### config.mk
export PLATFORM = sky130hd
export DESIGN_NAME = scl_control
export DESIGN_NICKNAME = d
export VERILOG_FILES = /design/src/scl_pkg.sv /design/src/scl_line_front.sv /design/src/scl_control.sv
export SDC_FILE = /design/constraint.sdc
export NUM_CORES = 1
export LEC_CHECK = 0
export BUFFER_PORTS_ARGS = -buffer_cell sky130_fd_sc_hd__buf_2
export CAP_MARGIN = 0
export CORE_MARGIN = 5
export CORE_UTILIZATION = 60
export CTS_CLUSTER_SIZE = 8
export DETAILED_ROUTE_END_ITERATION = 12
export GPL_TIMING_DRIVEN = 0
export PLACE_DENSITY = 0.78
export SLEW_MARGIN = 20
export SYNTH_ARGS = -nofsm -noshare
export SYNTH_HDL_FRONTEND = slang
export SYNTH_SLANG_ARGS = --single-unit
### constraint.sdc
create_clock -name ref_clk -period 5.85 [get_ports ref_clk]
set_input_delay 1.4625 -clock ref_clk [delete_from_list [all_inputs] [get_ports ref_clk]]
set_output_delay 1.4625 -clock ref_clk [all_outputs]
set_load 0.01 [all_outputs]
### src/scl_pkg.sv
// ****************************************************************
// Register map, field positions, reset values and timing counts.
// ****************************************************************
package scl_pkg;
	// Register indices on the local register port.
	localparam logic [2:0] ADDR_CTL1 = 3'h0;
	localparam logic [2:0] ADDR_CTL2 = 3'h1;
	localparam logic [2:0] ADDR_CTL3 = 3'h2;
	localparam logic [2:0] ADDR_STAT = 3'h3;
	localparam logic [2:0] ADDR_DATA = 3'h4;
	localparam logic [2:0] ADDR_BAUD = 3'h5;
	// Control one fields and writable mask.
	localparam int B_MODON = 6;
	localparam int B_NINE = 4;
	localparam int B_WAKE = 3;
	localparam int B_PEN = 1;
	localparam int B_PODD = 0;
	localparam logic [7:0] CTL1_MASK = 8'h5B;
	// Control two fields.
	localparam int B_TEIE = 7;
	localparam int B_TX_DONE_IRQ_EN = 6;
	localparam int B_RIE = 5;
	localparam int B_QIE = 4;
	localparam int B_TXON = 3;
	localparam int B_RXON = 2;
	localparam int B_STBY = 1;
	localparam int B_BRK = 0;
	// Control three fields; bits 3..0 line up with the error flags.
	localparam int B_DTX = 4;
	localparam logic [7:0] CTL3_MASK = 8'h3F;
	// Status one fields.
	localparam int F_TBE = 7;
	localparam int F_TDN = 6;
	localparam int F_RXF = 5;
	localparam int F_QT = 4;
	localparam int F_OVR = 3;
	localparam int F_NZ = 2;
	localparam int F_FRM = 1;
	localparam int F_PE = 0;
	localparam logic [7:0] RX_FLAGS = 8'h3F;
	// Reset values.
	localparam logic [7:0] CTL_RST = 8'h00;
	localparam logic [7:0] STAT_RST = 8'hC0;
	localparam logic [7:0] BAUD_RST = 8'h00;
	// Oversampling and character timing, in sample ticks and bits.
	localparam logic [3:0] OS_LAST = 4'hF;
	localparam logic [3:0] SMP_A = 4'h7;
	localparam logic [3:0] SMP_C = 4'h9;
	localparam logic [3:0] LEN8 = 4'hA;
	localparam logic [3:0] LEN9 = 4'hB;
	localparam logic [3:0] LAST8 = 4'h8;
	localparam logic [3:0] LAST9 = 4'h9;
	// Transmitter and receiver states.
	typedef enum logic {TX_IDLE, TX_SHIFT} scl_tx_st_t;
	typedef enum logic [1:0] {RX_IDLE, RX_START, RX_DATA} scl_rx_st_t;
endpackage : scl_pkg

### src/scl_line_front.sv
`timescale 1ns/1ns
`default_nettype none
// ****************************************************************
// Receive line synchroniser and oversampling tick divider.
// ****************************************************************
module scl_line_front import scl_pkg::*; (
	// Clock, reset and enable.
	input wire logic ref_clk,
	input wire logic rst_n,
	input wire logic ce,
	// Configuration.
	input wire logic run,
	input wire logic [7:0] baud_div,
	// Line side.
	input wire logic serial_in,
	output logic line_lvl,
	output logic os_tick
);
	typedef struct packed {
		logic s1;
		logic s2;
		logic s3;
		logic lvl;
		logic [7:0] div;
		logic tick;
	} scl_front_t;

	scl_front_t st_r;
	scl_front_t st_nxt;

	// The level moves only once the second and third stages agree.
	always_comb begin
		st_nxt = st_r;
		st_nxt.s1 = serial_in;
		st_nxt.s2 = st_r.s1;
		st_nxt.s3 = st_r.s2;
		if (st_r.s2 == st_r.s3) begin
			st_nxt.lvl = st_r.s3;
		end
		st_nxt.tick = 1'b0;
		if (!run) begin
			st_nxt.div = 8'h00;
		end else if (st_r.div == baud_div) begin
			st_nxt.div = 8'h00;
			st_nxt.tick = 1'b1; // One tick per sixteenth of a bit.
		end else begin
			st_nxt.div = 8'(st_r.div + 8'h01);
		end
	end

	// State register; the line rests high after reset.
	always_ff @(posedge ref_clk or negedge rst_n) begin
		if (!rst_n) begin
			st_r <= '0;
			st_r.s1 <= 1'b1;
			st_r.s2 <= 1'b1;
			st_r.s3 <= 1'b1;
			st_r.lvl <= 1'b1;
		end else if (ce) begin
			st_r <= st_nxt;
		end
	end

	assign line_lvl = st_r.lvl;
	assign os_tick = st_r.tick;
endmodule : scl_line_front
`default_nettype wire

### src/scl_control.sv
// Design decisions made here: the address map and the strobed register port.
`timescale 1ns/1ns
`default_nettype none
// Functional notes
// Enables gate tx done onto transmit irq, rx full and quiet onto receive.
// Raising tx_on sends an all-ones preamble of one character length.
// Dropping tx_on finishes the current character before idling high.
// Toggling tx_on during a character queues one idle character after it.
// Software leaves tx_on and rx_on alone while module_on is clear.
// Clearing rx_on stops the receiver and keeps all receiver flags.
// Standby masks receive irqs; idle line or address mark ends it.
// Set then clear break_send gives one break then one mark bit.
// Held break_send sends breaks back to back without mark bits.
// A break requested before the preamble starts replaces the preamble.
// rx_ninth_bit takes bit 8, or bit 7 in eight-bit mode, with data.
// tx_ninth_bit enters the shift register together with the buffer.
// Software keeps both DMA request enables at zero.
// Per-flag enables gate overrun, noise, framing, parity onto error irq.
// Buffer-empty sets on shift load; status read then data write clears.
// tx_done is set when nothing is buffered or shifting.
// rx_full sets on buffer load; status read then data read clears.
// Quiet flag sets after a character length of ones on the line.
// Quiet flag needs a received character since enable or last clear.
// Overrun sets on completion with rx_full set; new data dropped.
// Data read clears overrun only if seen set at the status read.
// Noise on the line sets the noise flag; cleared by read pair.
// Clearing module_on forces empty and done, stops transmit irqs.
// A zero stop bit sets the framing flag; cleared by read pair.
// Flags hold until their own read-then-access sequence completes; tx_done is instead recomputed from the transmitter state each cycle.
// Irq outputs are ORs of enabled flags; standby masks receive.
module scl_control import scl_pkg::*; (
	// Clock, reset and enable.
	input wire logic ref_clk,
	input wire logic rst_n,
	input wire logic ce,
	// Register port.
	input wire logic [2:0] addr,
	input wire logic [7:0] wr_data,
	input wire logic wr_en,
	input wire logic rd_en,
	output logic [7:0] rd_data,
	// Serial line.
	input wire logic serial_in,
	output logic serial_out,
	// Interrupt requests.
	output logic tx_irq,
	output logic rx_irq,
	output logic err_irq
);
	// ************************************************************
	// State.
	// ************************************************************
	typedef struct packed {
		logic [7:0] ctl1;
		logic [7:0] ctl2;
		logic [7:0] ctl3;
		logic [7:0] baud;
		logic [7:0] flags;
		logic [7:0] seen;
		scl_tx_st_t tx_st;
		logic tx_brk;
		logic pre_pend;
		logic [10:0] tx_sh;
		logic [3:0] tx_left;
		logic [3:0] tx_os;
		scl_rx_st_t rx_st;
		logic [9:0] rx_sh;
		logic [3:0] rx_bit;
		logic [3:0] rx_os;
		logic [3:0] qos;
		logic [3:0] ones;
		logic [2:0] smp;
		logic rx_nz;
		logic q_arm;
		logic [7:0] rdata;
		logic sout;
		logic tx_irq;
		logic rx_irq;
		logic err_irq;
	} scl_state_t;

	// Data held across reset.
	typedef struct packed {
		logic [7:0] tx_buf;
		logic [7:0] rx_buf;
		logic tx9;
		logic rx9;
	} scl_data_t;

	scl_state_t st_r;
	scl_state_t st_nxt;
	scl_data_t dat_r;
	scl_data_t dat_nxt;
	logic line_lvl;
	logic os_tick;

	// Synchronised receive line and sample tick.
	scl_line_front u_front (
		.ref_clk(ref_clk),
		.rst_n(rst_n),
		.ce(ce),
		.run(st_r.ctl1[B_MODON]),
		.baud_div(st_r.baud),
		.serial_in(serial_in),
		.line_lvl(line_lvl),
		.os_tick(os_tick)
	);

	// ************************************************************
	// Next state.
	// ************************************************************
	always_comb begin
		logic nine;
		logic [3:0] flen;
		logic [3:0] lastb;
		logic [2:0] sm3;
		logic maj;
		logic pbit;
		logic [10:0] frame;
		logic [7:0] clr;
		logic brk_on;
		nine = st_r.ctl1[B_NINE];
		flen = nine ? LEN9 : LEN8;
		lastb = nine ? LAST9 : LAST8;
		sm3 = {st_r.smp[1:0], line_lvl};
		maj = (sm3[0] & sm3[1]) | (sm3[0] & sm3[2]) | (sm3[1] & sm3[2]);
		pbit = 1'b0;
		frame = 11'h7FF;
		clr = 8'h00;
		brk_on = 1'b0;
		st_nxt = st_r;
		dat_nxt = dat_r;
		st_nxt.rdata = 8'h00;

		// Register reads; status read snapshots the flags.
		if (rd_en) begin
			if (addr == ADDR_CTL1) begin
				st_nxt.rdata = st_r.ctl1;
			end else if (addr == ADDR_CTL2) begin
				st_nxt.rdata = st_r.ctl2;
			end else if (addr == ADDR_CTL3) begin
				st_nxt.rdata = {dat_r.rx9, dat_r.tx9, st_r.ctl3[5:0]};
			end else if (addr == ADDR_STAT) begin
				st_nxt.rdata = st_r.flags;
				st_nxt.seen = st_r.flags;
			end else if (addr == ADDR_DATA) begin
				st_nxt.rdata = dat_r.rx_buf;
				clr = st_r.seen & RX_FLAGS;
			end else if (addr == ADDR_BAUD) begin
				st_nxt.rdata = st_r.baud;
			end
		end

		// Register writes.
		if (wr_en) begin
			if (addr == ADDR_CTL1) begin
				st_nxt.ctl1 = wr_data & CTL1_MASK;
			end else if (addr == ADDR_CTL2) begin
				st_nxt.ctl2 = wr_data;
				if (wr_data[B_TXON] && !st_r.ctl2[B_TXON]) begin
					st_nxt.pre_pend = 1'b1;
				end
				if (wr_data[B_RXON] && !st_r.ctl2[B_RXON]) begin
					st_nxt.q_arm = 1'b0;
				end
			end else if (addr == ADDR_CTL3) begin
				st_nxt.ctl3 = wr_data & CTL3_MASK;
				dat_nxt.tx9 = wr_data[6];
			end else if (addr == ADDR_DATA) begin
				dat_nxt.tx_buf = wr_data;
				clr[F_TBE] = st_r.seen[F_TBE];
			end else if (addr == ADDR_BAUD) begin
				st_nxt.baud = wr_data;
			end
		end

		// Clears from completed sequences; later sets override.
		st_nxt.flags = st_nxt.flags & ~clr;
		st_nxt.seen = st_nxt.seen & ~clr;
		if (clr[F_QT]) begin
			st_nxt.q_arm = 1'b0;
		end
		brk_on = st_nxt.ctl2[B_BRK] & st_nxt.ctl2[B_TXON];

		// Transmitter: one bit per sixteen ticks.
		if (!st_nxt.ctl1[B_MODON]) begin
			st_nxt.tx_st = TX_IDLE;
			st_nxt.sout = 1'b1;
			st_nxt.pre_pend = 1'b0;
			st_nxt.tx_brk = 1'b0;
			st_nxt.tx_os = 4'h0;
			st_nxt.flags[F_TBE] = 1'b1;
		end else if (os_tick) begin
			st_nxt.tx_os = 4'(st_r.tx_os + 4'h1);
			if (st_r.tx_os == OS_LAST) begin
				if (st_r.tx_st == TX_SHIFT && st_r.tx_left != 4'h0) begin
					st_nxt.sout = st_r.tx_sh[0];
					st_nxt.tx_sh = {1'b1, st_r.tx_sh[10:1]};
					st_nxt.tx_left = 4'(st_r.tx_left - 4'h1);
				end else begin
					// Frame boundary: pick the next frame by priority.
					st_nxt.tx_st = TX_SHIFT;
					st_nxt.tx_left = flen;
					if (st_r.tx_brk && !brk_on) begin
						frame = 11'h7FF;
						st_nxt.tx_left = 4'h1;
						st_nxt.tx_brk = 1'b0;
					end else if (brk_on) begin
						frame = 11'h000;
						st_nxt.tx_brk = 1'b1;
						st_nxt.pre_pend = 1'b0;
					end else if (!st_nxt.ctl2[B_TXON]) begin
						st_nxt.tx_st = TX_IDLE;
						st_nxt.pre_pend = 1'b0;
					end else if (st_nxt.pre_pend) begin
						frame = 11'h7FF;
						st_nxt.pre_pend = 1'b0;
					end else if (!st_nxt.flags[F_TBE]) begin
						pbit = st_r.ctl1[B_PODD];
						if (nine) begin
							pbit = pbit ^ (^dat_nxt.tx_buf);
							frame = {1'b1,
								st_r.ctl1[B_PEN] ? pbit : dat_nxt.tx9,
								dat_nxt.tx_buf, 1'b0};
						end else begin
							pbit = pbit ^ (^dat_nxt.tx_buf[6:0]);
							frame = {2'b11,
								st_r.ctl1[B_PEN] ? pbit : dat_nxt.tx_buf[7],
								dat_nxt.tx_buf[6:0], 1'b0};
						end
						st_nxt.flags[F_TBE] = 1'b1;
					end else begin
						st_nxt.tx_st = TX_IDLE;
					end
					if (st_nxt.tx_st == TX_SHIFT) begin
						st_nxt.sout = frame[0];
						st_nxt.tx_sh = {1'b1, frame[10:1]};
						st_nxt.tx_left = 4'(st_nxt.tx_left - 4'h1);
					end else begin
						st_nxt.sout = 1'b1;
					end
				end
			end
		end

		// Receiver: frame sampling, quiet line count, flag setting.
		if (!st_r.ctl1[B_MODON] || !st_r.ctl2[B_RXON]) begin
			st_nxt.rx_st = RX_IDLE;
			st_nxt.ones = 4'h0;
			st_nxt.qos = 4'h0;
		end else if (os_tick) begin
			st_nxt.qos = 4'(st_r.qos + 4'h1);
			if (!line_lvl) begin
				st_nxt.ones = 4'h0;
			end else if (st_r.qos == OS_LAST && st_r.ones != flen) begin
				st_nxt.ones = 4'(st_r.ones + 4'h1);
				if (4'(st_r.ones + 4'h1) == flen) begin
					if (st_r.q_arm) begin
						st_nxt.flags[F_QT] = 1'b1;
					end
					if (!st_r.ctl1[B_WAKE]) begin
						st_nxt.ctl2[B_STBY] = 1'b0;
					end
				end
			end
			if (st_r.rx_st == RX_IDLE) begin
				if (!line_lvl) begin
					st_nxt.rx_st = RX_START;
					st_nxt.rx_os = 4'h0;
					st_nxt.rx_bit = 4'h0;
					st_nxt.rx_nz = 1'b0;
				end
			end else begin
				st_nxt.rx_os = 4'(st_r.rx_os + 4'h1);
				if (st_r.rx_os >= SMP_A && st_r.rx_os <= SMP_C) begin
					st_nxt.smp = sm3;
				end
				if (st_r.rx_os == SMP_C) begin
					if (!(&sm3) && (|sm3)) begin
						st_nxt.rx_nz = 1'b1;
					end
					if (st_r.rx_st == RX_START) begin
						st_nxt.rx_st = maj ? RX_IDLE : RX_DATA;
					end else begin
						st_nxt.rx_sh[st_r.rx_bit] = maj;
						st_nxt.rx_bit = 4'(st_r.rx_bit + 4'h1);
					end
				end
			end
		end

		// Character complete: move to buffer or flag overrun.
		if (st_r.rx_st == RX_DATA && st_nxt.rx_st == RX_DATA &&
			st_r.rx_bit == lastb && st_nxt.rx_bit != lastb) begin
			st_nxt.rx_st = RX_IDLE;
			if (st_nxt.flags[F_RXF]) begin
				st_nxt.flags[F_OVR] = 1'b1;
			end else begin
				dat_nxt.rx_buf = st_nxt.rx_sh[7:0];
				dat_nxt.rx9 = nine ? st_nxt.rx_sh[8] : st_nxt.rx_sh[7];
				st_nxt.flags[F_RXF] = 1'b1;
				st_nxt.q_arm = 1'b1;
				if (!st_nxt.rx_sh[lastb]) begin
					st_nxt.flags[F_FRM] = 1'b1;
				end
				if (st_nxt.rx_nz) begin
					st_nxt.flags[F_NZ] = 1'b1;
				end
				if (st_r.ctl1[B_PEN] && ((nine ? ^st_nxt.rx_sh[8:0] :
					^st_nxt.rx_sh[7:0]) != st_r.ctl1[B_PODD])) begin
					st_nxt.flags[F_PE] = 1'b1;
				end
				if (st_r.ctl1[B_WAKE] &&
					(nine ? st_nxt.rx_sh[8] : st_nxt.rx_sh[7])) begin
					st_nxt.ctl2[B_STBY] = 1'b0;
				end
			end
		end

		// Transmission complete: nothing buffered, queued or shifting.
		st_nxt.flags[F_TDN] = !st_nxt.ctl1[B_MODON] ||
			(st_nxt.flags[F_TBE] && st_nxt.tx_st == TX_IDLE &&
			!st_nxt.pre_pend && !brk_on && !st_nxt.tx_brk);

		// Interrupt outputs, registered.
		st_nxt.tx_irq = st_nxt.ctl1[B_MODON] &&
			((st_nxt.flags[F_TBE] && st_nxt.ctl2[B_TEIE] &&
			!st_nxt.ctl3[B_DTX]) ||
			(st_nxt.flags[F_TDN] && st_nxt.ctl2[B_TX_DONE_IRQ_EN]));
		st_nxt.rx_irq = !st_nxt.ctl2[B_STBY] &&
			((st_nxt.flags[F_RXF] && st_nxt.ctl2[B_RIE]) ||
			(st_nxt.flags[F_QT] && st_nxt.ctl2[B_QIE]));
		st_nxt.err_irq = |(st_nxt.flags[3:0] & st_nxt.ctl3[3:0]);
	end

	// ************************************************************
	// Registers.
	// ************************************************************
	// Control state; reset clears enables and sets the empty flags.
	always_ff @(posedge ref_clk or negedge rst_n) begin
		if (!rst_n) begin
			st_r <= '0;
			st_r.ctl1 <= CTL_RST;
			st_r.ctl2 <= CTL_RST;
			st_r.ctl3 <= CTL_RST;
			st_r.baud <= BAUD_RST;
			st_r.flags <= STAT_RST;
			st_r.tx_sh <= 11'h7FF;
			st_r.sout <= 1'b1;
		end else if (ce) begin
			st_r <= st_nxt;
		end
	end

	// Data buffers and ninth bits keep their contents across reset.
	always_ff @(posedge ref_clk) begin
		if (ce) begin
			dat_r <= dat_nxt;
		end
	end

	assign rd_data = st_r.rdata;
	assign serial_out = st_r.sout;
	assign tx_irq = st_r.tx_irq;
	assign rx_irq = st_r.rx_irq;
	assign err_irq = st_r.err_irq;
endmodule : scl_control
`default_nettype wire

; After elaboration in Yosys (flattened, before gate mapping)
; Index checks and enable logic that the tools add are counted.
[word_totals]
reg_bits = 141
latchBits = 0
mem_bits_rw = 0
rom_bits = 0
input_bits = 17
output_inout_bits = 12
elab_cells = 313
n_memories = 0
[classes]
addsub = 8
n_mul = 0
div_mod_pow = 0
n_lt_le_gt_ge = 5
n_eq_ne = 22
shift = 0
n_mux = 155
n_bitwise = 20
reduce_logical = 64
[ops]
columns = operator, count
row1 = 2-to-1 mux 8 bit, 27
row2 = 2-to-1 mux 1 bit, 80
row3 = 2-to-1 mux 11 bit, 5
row4 = 2-to-1 mux 18 bit, 2
row5 = 2-to-1 mux 4 bit, 9
row6 = 2-to-1 mux 6 bit, 6
row7 = 2-to-1 mux 32 bit, 1
row8 = 2-to-1 mux 31 bit, 1
row9 = 2-to-1 mux 15 bit, 2
row10 = 2-to-1 mux 14 bit, 2
row11 = logical AND 1 bit, 24
row12 = 2-to-1 mux 24 bit, 1
row13 = 2-to-1 mux 22 bit, 1
row14 = adder 4 x 1 -> 4 bit (second input constant), 5
row15 = 2-to-1 mux 10 bit, 2
row16 = bitwise AND 8 bit, 2
row17 = 2-to-1 mux 16 bit, 1
row18 = XOR reduction 8 bit, 2
row19 = 2-to-1 mux 3 bit, 5
row20 = AND reduction 3 bit, 5
row21 = AND reduction 5 bit, 3
row22 = equality test 4 bit (second input constant), 3
row23 = 2-to-1 mux 2 bit, 6
row24 = AND reduction 4 bit, 3
row25 = 41 further kinds, 76

; Depth between registers and ports, before layout
[depth]
depth_word = 37
depth_mapped = 11
mapped_depth_nobuf = 10

; Modules after synthesis
; Synthesis repeated with hierarchy kept, for this count alone.
[hier_totals]
cells_unflattened = 828
area_unflattened_um2 = 8003.9
[by_module_without_submodules]
columns = module, n_inst, cells_each, area_each_um2, seq_area_each_um2
row1 = scl_control, 1, 767, 7312.0, 3260.6
row2 = scl_line_front, 1, 61, 691.9, 330.3

; Worst setup path before layout
; OpenSTA, ideal clock, no wires.
[synth_path]
kind = input-to-reg
from = input addr[1]
to = register st_r[61] (netlist bit)
setup_ps = 93
t_arrival_ps = 3481
required_ps = 5757
slack_ps = 2277
path_stages = 9
n_path_buf = 1
path_cell_list = nor4bb_1 > buf_6 > mux2i_1 > xnor2_1 > xnor2_1 > xnor3_1 > a211o_1 > a22oi_1 > a21oi_1
[synth_between]
elab_chain_len = 19
elab_cells_between_ends = 52
classes_between = 3 x eq/ne / 39 x mux / 4 x bitwise / 6 x reduce/logical
[synth_lines]
columns = element, line
row1 = "start, declared", scl_control.sv:37  ; input wire logic [2:0] addr,
row2 = equality test 3 bit, scl_control.sv:169  ; end else if (addr == ADDR_DATA) begin
row3 = 2-to-1 mux 1 bit, scl_control.sv:169
row4 = 2-to-1 mux 1 bit, scl_control.sv:166  ; end else if (addr == ADDR_CTL3) begin
row5 = 2-to-1 mux 1 bit, scl_control.sv:158  ; end else if (addr == ADDR_CTL2) begin
row6 = 2-to-1 mux 1 bit, scl_control.sv:156  ; if (addr == ADDR_CTL1) begin
row7 = 2-to-1 mux 1 bit, scl_control.sv:155  ; if (wr_en) begin
row8 = NOT 8 bit, scl_control.sv:178  ; st_nxt.flags = st_nxt.flags & ~clr;
row9 = bitwise AND 8 bit, scl_control.sv:178
row10 = [3 not listed], n/a
row11 = 2-to-1 mux 1 bit, scl_control.sv:208  ; end else if (brk_on) begin
row12 = 2-to-1 mux 1 bit, scl_control.sv:204  ; if (st_r.tx_brk && !brk_on) begin
row13 = 2-to-1 mux 1 bit, scl_control.sv:196  ; if (st_r.tx_st == TX_SHIFT && st_r.tx_left != 4'h0) begin
row14 = 2-to-1 mux 1 bit, scl_control.sv:195  ; if (st_r.tx_os == OS_LAST) begin
row15 = 2-to-1 mux 1 bit, scl_control.sv:193  ; end else if (os_tick) begin
row16 = 2-to-1 mux 1 bit, scl_control.sv:186  ; if (!st_nxt.ctl1[B_MODON]) begin
row17 = nonzero test 2 bit (no source line), n/a
row18 = AND reduction 5 bit (no source line), n/a
row19 = "end signal, assigned", scl_control.sv:351  ; st_r <= st_nxt;
row20 = "end, declared", scl_control.sv:90  ; scl_state_t st_r;
; Several ways; a longest one is shown, not always the timed one. The select of a mux whose other input is x is not followed.
; A chain may end at the register's enable or synchronous reset.

; Worst setup path after layout
[layout_path]
from = input ce
to = register st_r[60] (netlist bit)
[layout_between]
elab_chain_len = 1
[layout_lines]
columns = element, line
row1 = "start, declared", scl_control.sv:35  ; input wire logic ce,
row2 = AND reduction 5 bit (no source line), n/a
; No other way between the ends.

==> flow_summary.ini <==
[critical_path]
r2r-start = st_r[26]
rr_worst_depth = 10
critPathLaunch = ce
crit_required_ns = 6.20
reg2reg_slack_ns = 2.21
crit_end = st_r[60]
cp-start-kind = input port
endpoint_kind = register
r2r-end = dat_r[7]
crit_fanout = 10
cp_data_arrival_time_ns = 4.64
criticalPathCategory = in -> reg

[place]
placed_area_um2 = 8120
place_congestion = 0.955
hpwl_mm = 15.4
port_buffers = 27
pre_cts_slack_ns = 1.22

[sta]
rsz0062_at_grt = no
finClkSkew_ns = 0.00563
slew_headroom_pct = 32.3
fin_crit_ns = 4.29
fin_ws_ns = 1.56
tightestPinTransition_ns = 1.02
hold_viol = 0
setup_violations = 0
timing.final.crit_share_pct = 73.3
holdWs_ns = 0.483
setup_tns_ns = 0
clock.fmax_ghz = 0.233
finalMaxSlewViolations = 0

[pwr]
ir_drop_mv = 0.195
pwr_density_cell_nw_per_um2 = 314
total_leakage_power_nw = 3.75

[layout]
drive_above_1_share_pct = 17.2
finalInstanceArea_um2 = 8720
nets = 870
num_antenna_cells = 0
num-fill-cells = 989
seq_area_um2 = 3590
syn_to_final_growth_pct = 12.9
multiInputGateArea_um2 = 3780

[die]
io_pins = 29
fp.dieArea_um2 = 15300
die_w_um = 123
fp-row-count = 41
fp.dieH_um = 123
start_util_pct = 61.2
core_area_um2 = 12600

[clock_tree]
cts.sinks = 139
cts_tree = yes
cts.root.buffer_cell = clkbuf_16
postCtsHoldBufs = 0
insertion_delay_ns = 0.43
cts_resized = 0
postCtsSetupBuffers = 0
clk_pin_slew_ns = 0.06
cts_buffers = 17
clockBufferDepth = 2
htree_levels = 4

[grt]
grt_pass1_wl_mm = 34.1
grt_pass1_vias = 6387
grt_start_max_net_pins = 62
grt_use_total_pct = 29.7
antenna_found_initial = 0
grt.overflow.total = 0

[yosys]
synth_area_um2 = 7730
synth-edff-count = 18
synth_ff_type = dfrtp_1
synth_fp_nets = 823
ys_async_sr_fraction_pct = 87.1
synthCells = 794
synth.distinct_cells = 67
ys_ff_latch = 139
avgSynthCellArea_um2 = 9.73
yosysWarnings = 0
yosysSeqAreaShare_pct = 46.5

[status]
outcome = finished, final reports clean

[drt]
drc_errors = 0
drt_iter0_markers = 756
dr.pass1.iters = 5
ant_nets = 0
wl_mm = 21.7
vias = 6604
wl_per_cell_um = 21.2
vias_per_cell = 6.44

[hold_path]
hp-class = reg -> reg

[job]
cap_violations = 0
[worst max-delay path: stages]
cell	delay (ns)
buf_2	0.22
clkbuf_1	0.57
clkinv_1	0.63
nor2_1	0.50
nand2_1	0.29
a31oi_1	0.31
clkbuf_1	0.40
nor2_1	0.08
a31oi_1	0.16
[cells by family (layout without fill, tap and decap cells)]
kind of cell | after synthesis | count (layout) | synth area share [%]
compound gates | 199 | 199 | 16.0
xor+xnor | 31 | 31 | 3.87
fa+ha+maj | 13 | 13 | 2.07
buf+inv | 85 | 145 | 4.74
flops | 139 | 139 | 46.5
mux | 79 | 79 | 10.9
simple gates | 248 | 248 | 15.9
[report_power, final]
group / internal, mW / switching, mW / total (mW)
logic: 0.201 / 0.273 / 0.474
clock network: 0.667 / 0.419 / 1.09
registers: 1.08 / 0.105 / 1.18
total: 1.95 / 0.797 / 2.74
[metrics by stage]
stage                     power (mW)  util [%]  instances
after floorplan                 1.48         -        794
after global placement          1.64      64.0        993
after detailed placement        1.66      64.3        994
after CTS                       2.74      69.1       1026
after global routing            2.85      69.1       1026
final                           2.74      69.1       1026
[worst min-delay path by stage]
stage / from / end / slack [ns] / cells past startpoint
finish: tx_irq / tx_irq / 0.48 / 1
global route: st_r[24] / st_r[24] / 0.50 / 1
CTS: st_r[24] / st_r[24] / 0.48 / 1
detailed placement: st_r[24] / st_r[24] / 0.47 / 1
global placement: st_r[24] / st_r[24] / 0.46 / 1
floorplan: st_r[24] / st_r[24] / 0.44 / 1
[state kept, by name, summed over array words and instances, names as in the netlist]
| register | cells |
|---|---|
| st_r | 96 |
| dat_r | 18 |
| u_front.st_r | 9 |
| rd_data | 8 |
| u_front.st_nxt | 2 |
| err_irq | 1 |
| rx_irq | 1 |
| serial_out | 1 |
| tx_irq | 1 |
| u_front.line_lvl | 1 |
| u_front.os_tick | 1 |
[layer usage]
| metal | up-vias | part of all wire, % | track usage (%) | routed length, um |
|---|---|---|---|---|
| li1 | 2969 | - | - | - |
| met1 | 3256 | 43 | 41.1 | 9280 |
| met2 | 326 | 46 | 46.6 | 10000 |
| met3 | 53 | 7.5 | 5.99 | 1630 |
| met4 | 0 | 3.5 | 11.1 | 769 |
| met5 | - | 0 | 0 | 0 |
[area by class of cell]
cell class | count | share of cell area [%]
timing repair buffer | 28 | 1.94
multi-input combinational | 570 | 43.3
sequential | 139 | 41.2
tap | 172 | 2.47
clock buffer | 25 | 6.43
buffer | 50 | 2.70
clock inverter | 7 | 0.516
inverter | 35 | 1.51
[cells in the mapped netlist, drive strengths merged (4+ instances only)]
library cell / number / share of area (%)
o22a: 7 / 0.79
clkbuf: 28 / 1.4
nor4: 6 / 0.49
nand4: 19 / 1.5
o31ai: 10 / 0.97
nor2b: 8 / 0.65
mux2i: 35 / 4.5
dfrtp: 103 / 33
nor2: 73 / 3.5
nand2b: 8 / 0.65
xor2: 13 / 1.5
buf: 22 / 1.7
nor3: 11 / 0.71
nand2: 64 / 3.1
a2111oi: 4 / 0.45
inv: 34 / 1.7
a31oi: 7 / 0.57
o22ai: 5 / 0.40
mux2: 44 / 6.4
and3: 10 / 0.81
o2bb2ai: 5 / 0.57
nor3b: 4 / 0.39
dfstp: 18 / 6.1
ha: 12 / 1.9
a22oi: 12 / 1.2
a21oi: 53 / 3.4
edfxtp: 18 / 7.0
o21ai: 63 / 4.1
a21o: 4 / 0.39
nand3: 19 / 1.2
xnor2: 16 / 1.8
or2: 4 / 0.32
[layout by cell type, fill, tap and decap left out, types with 21 or more instances in the layout]
cell type    n
dfrtp_1    103
nor2_1      73
nand2_1     64
o21ai_0     62
a21oi_1     53
mux2_2      44
mux2i_1     35
inv_1       34
buf_2       34
clkbuf_1    30
clkbuf_16   21
No activity file was read; power rests on OpenSTA's default activity.
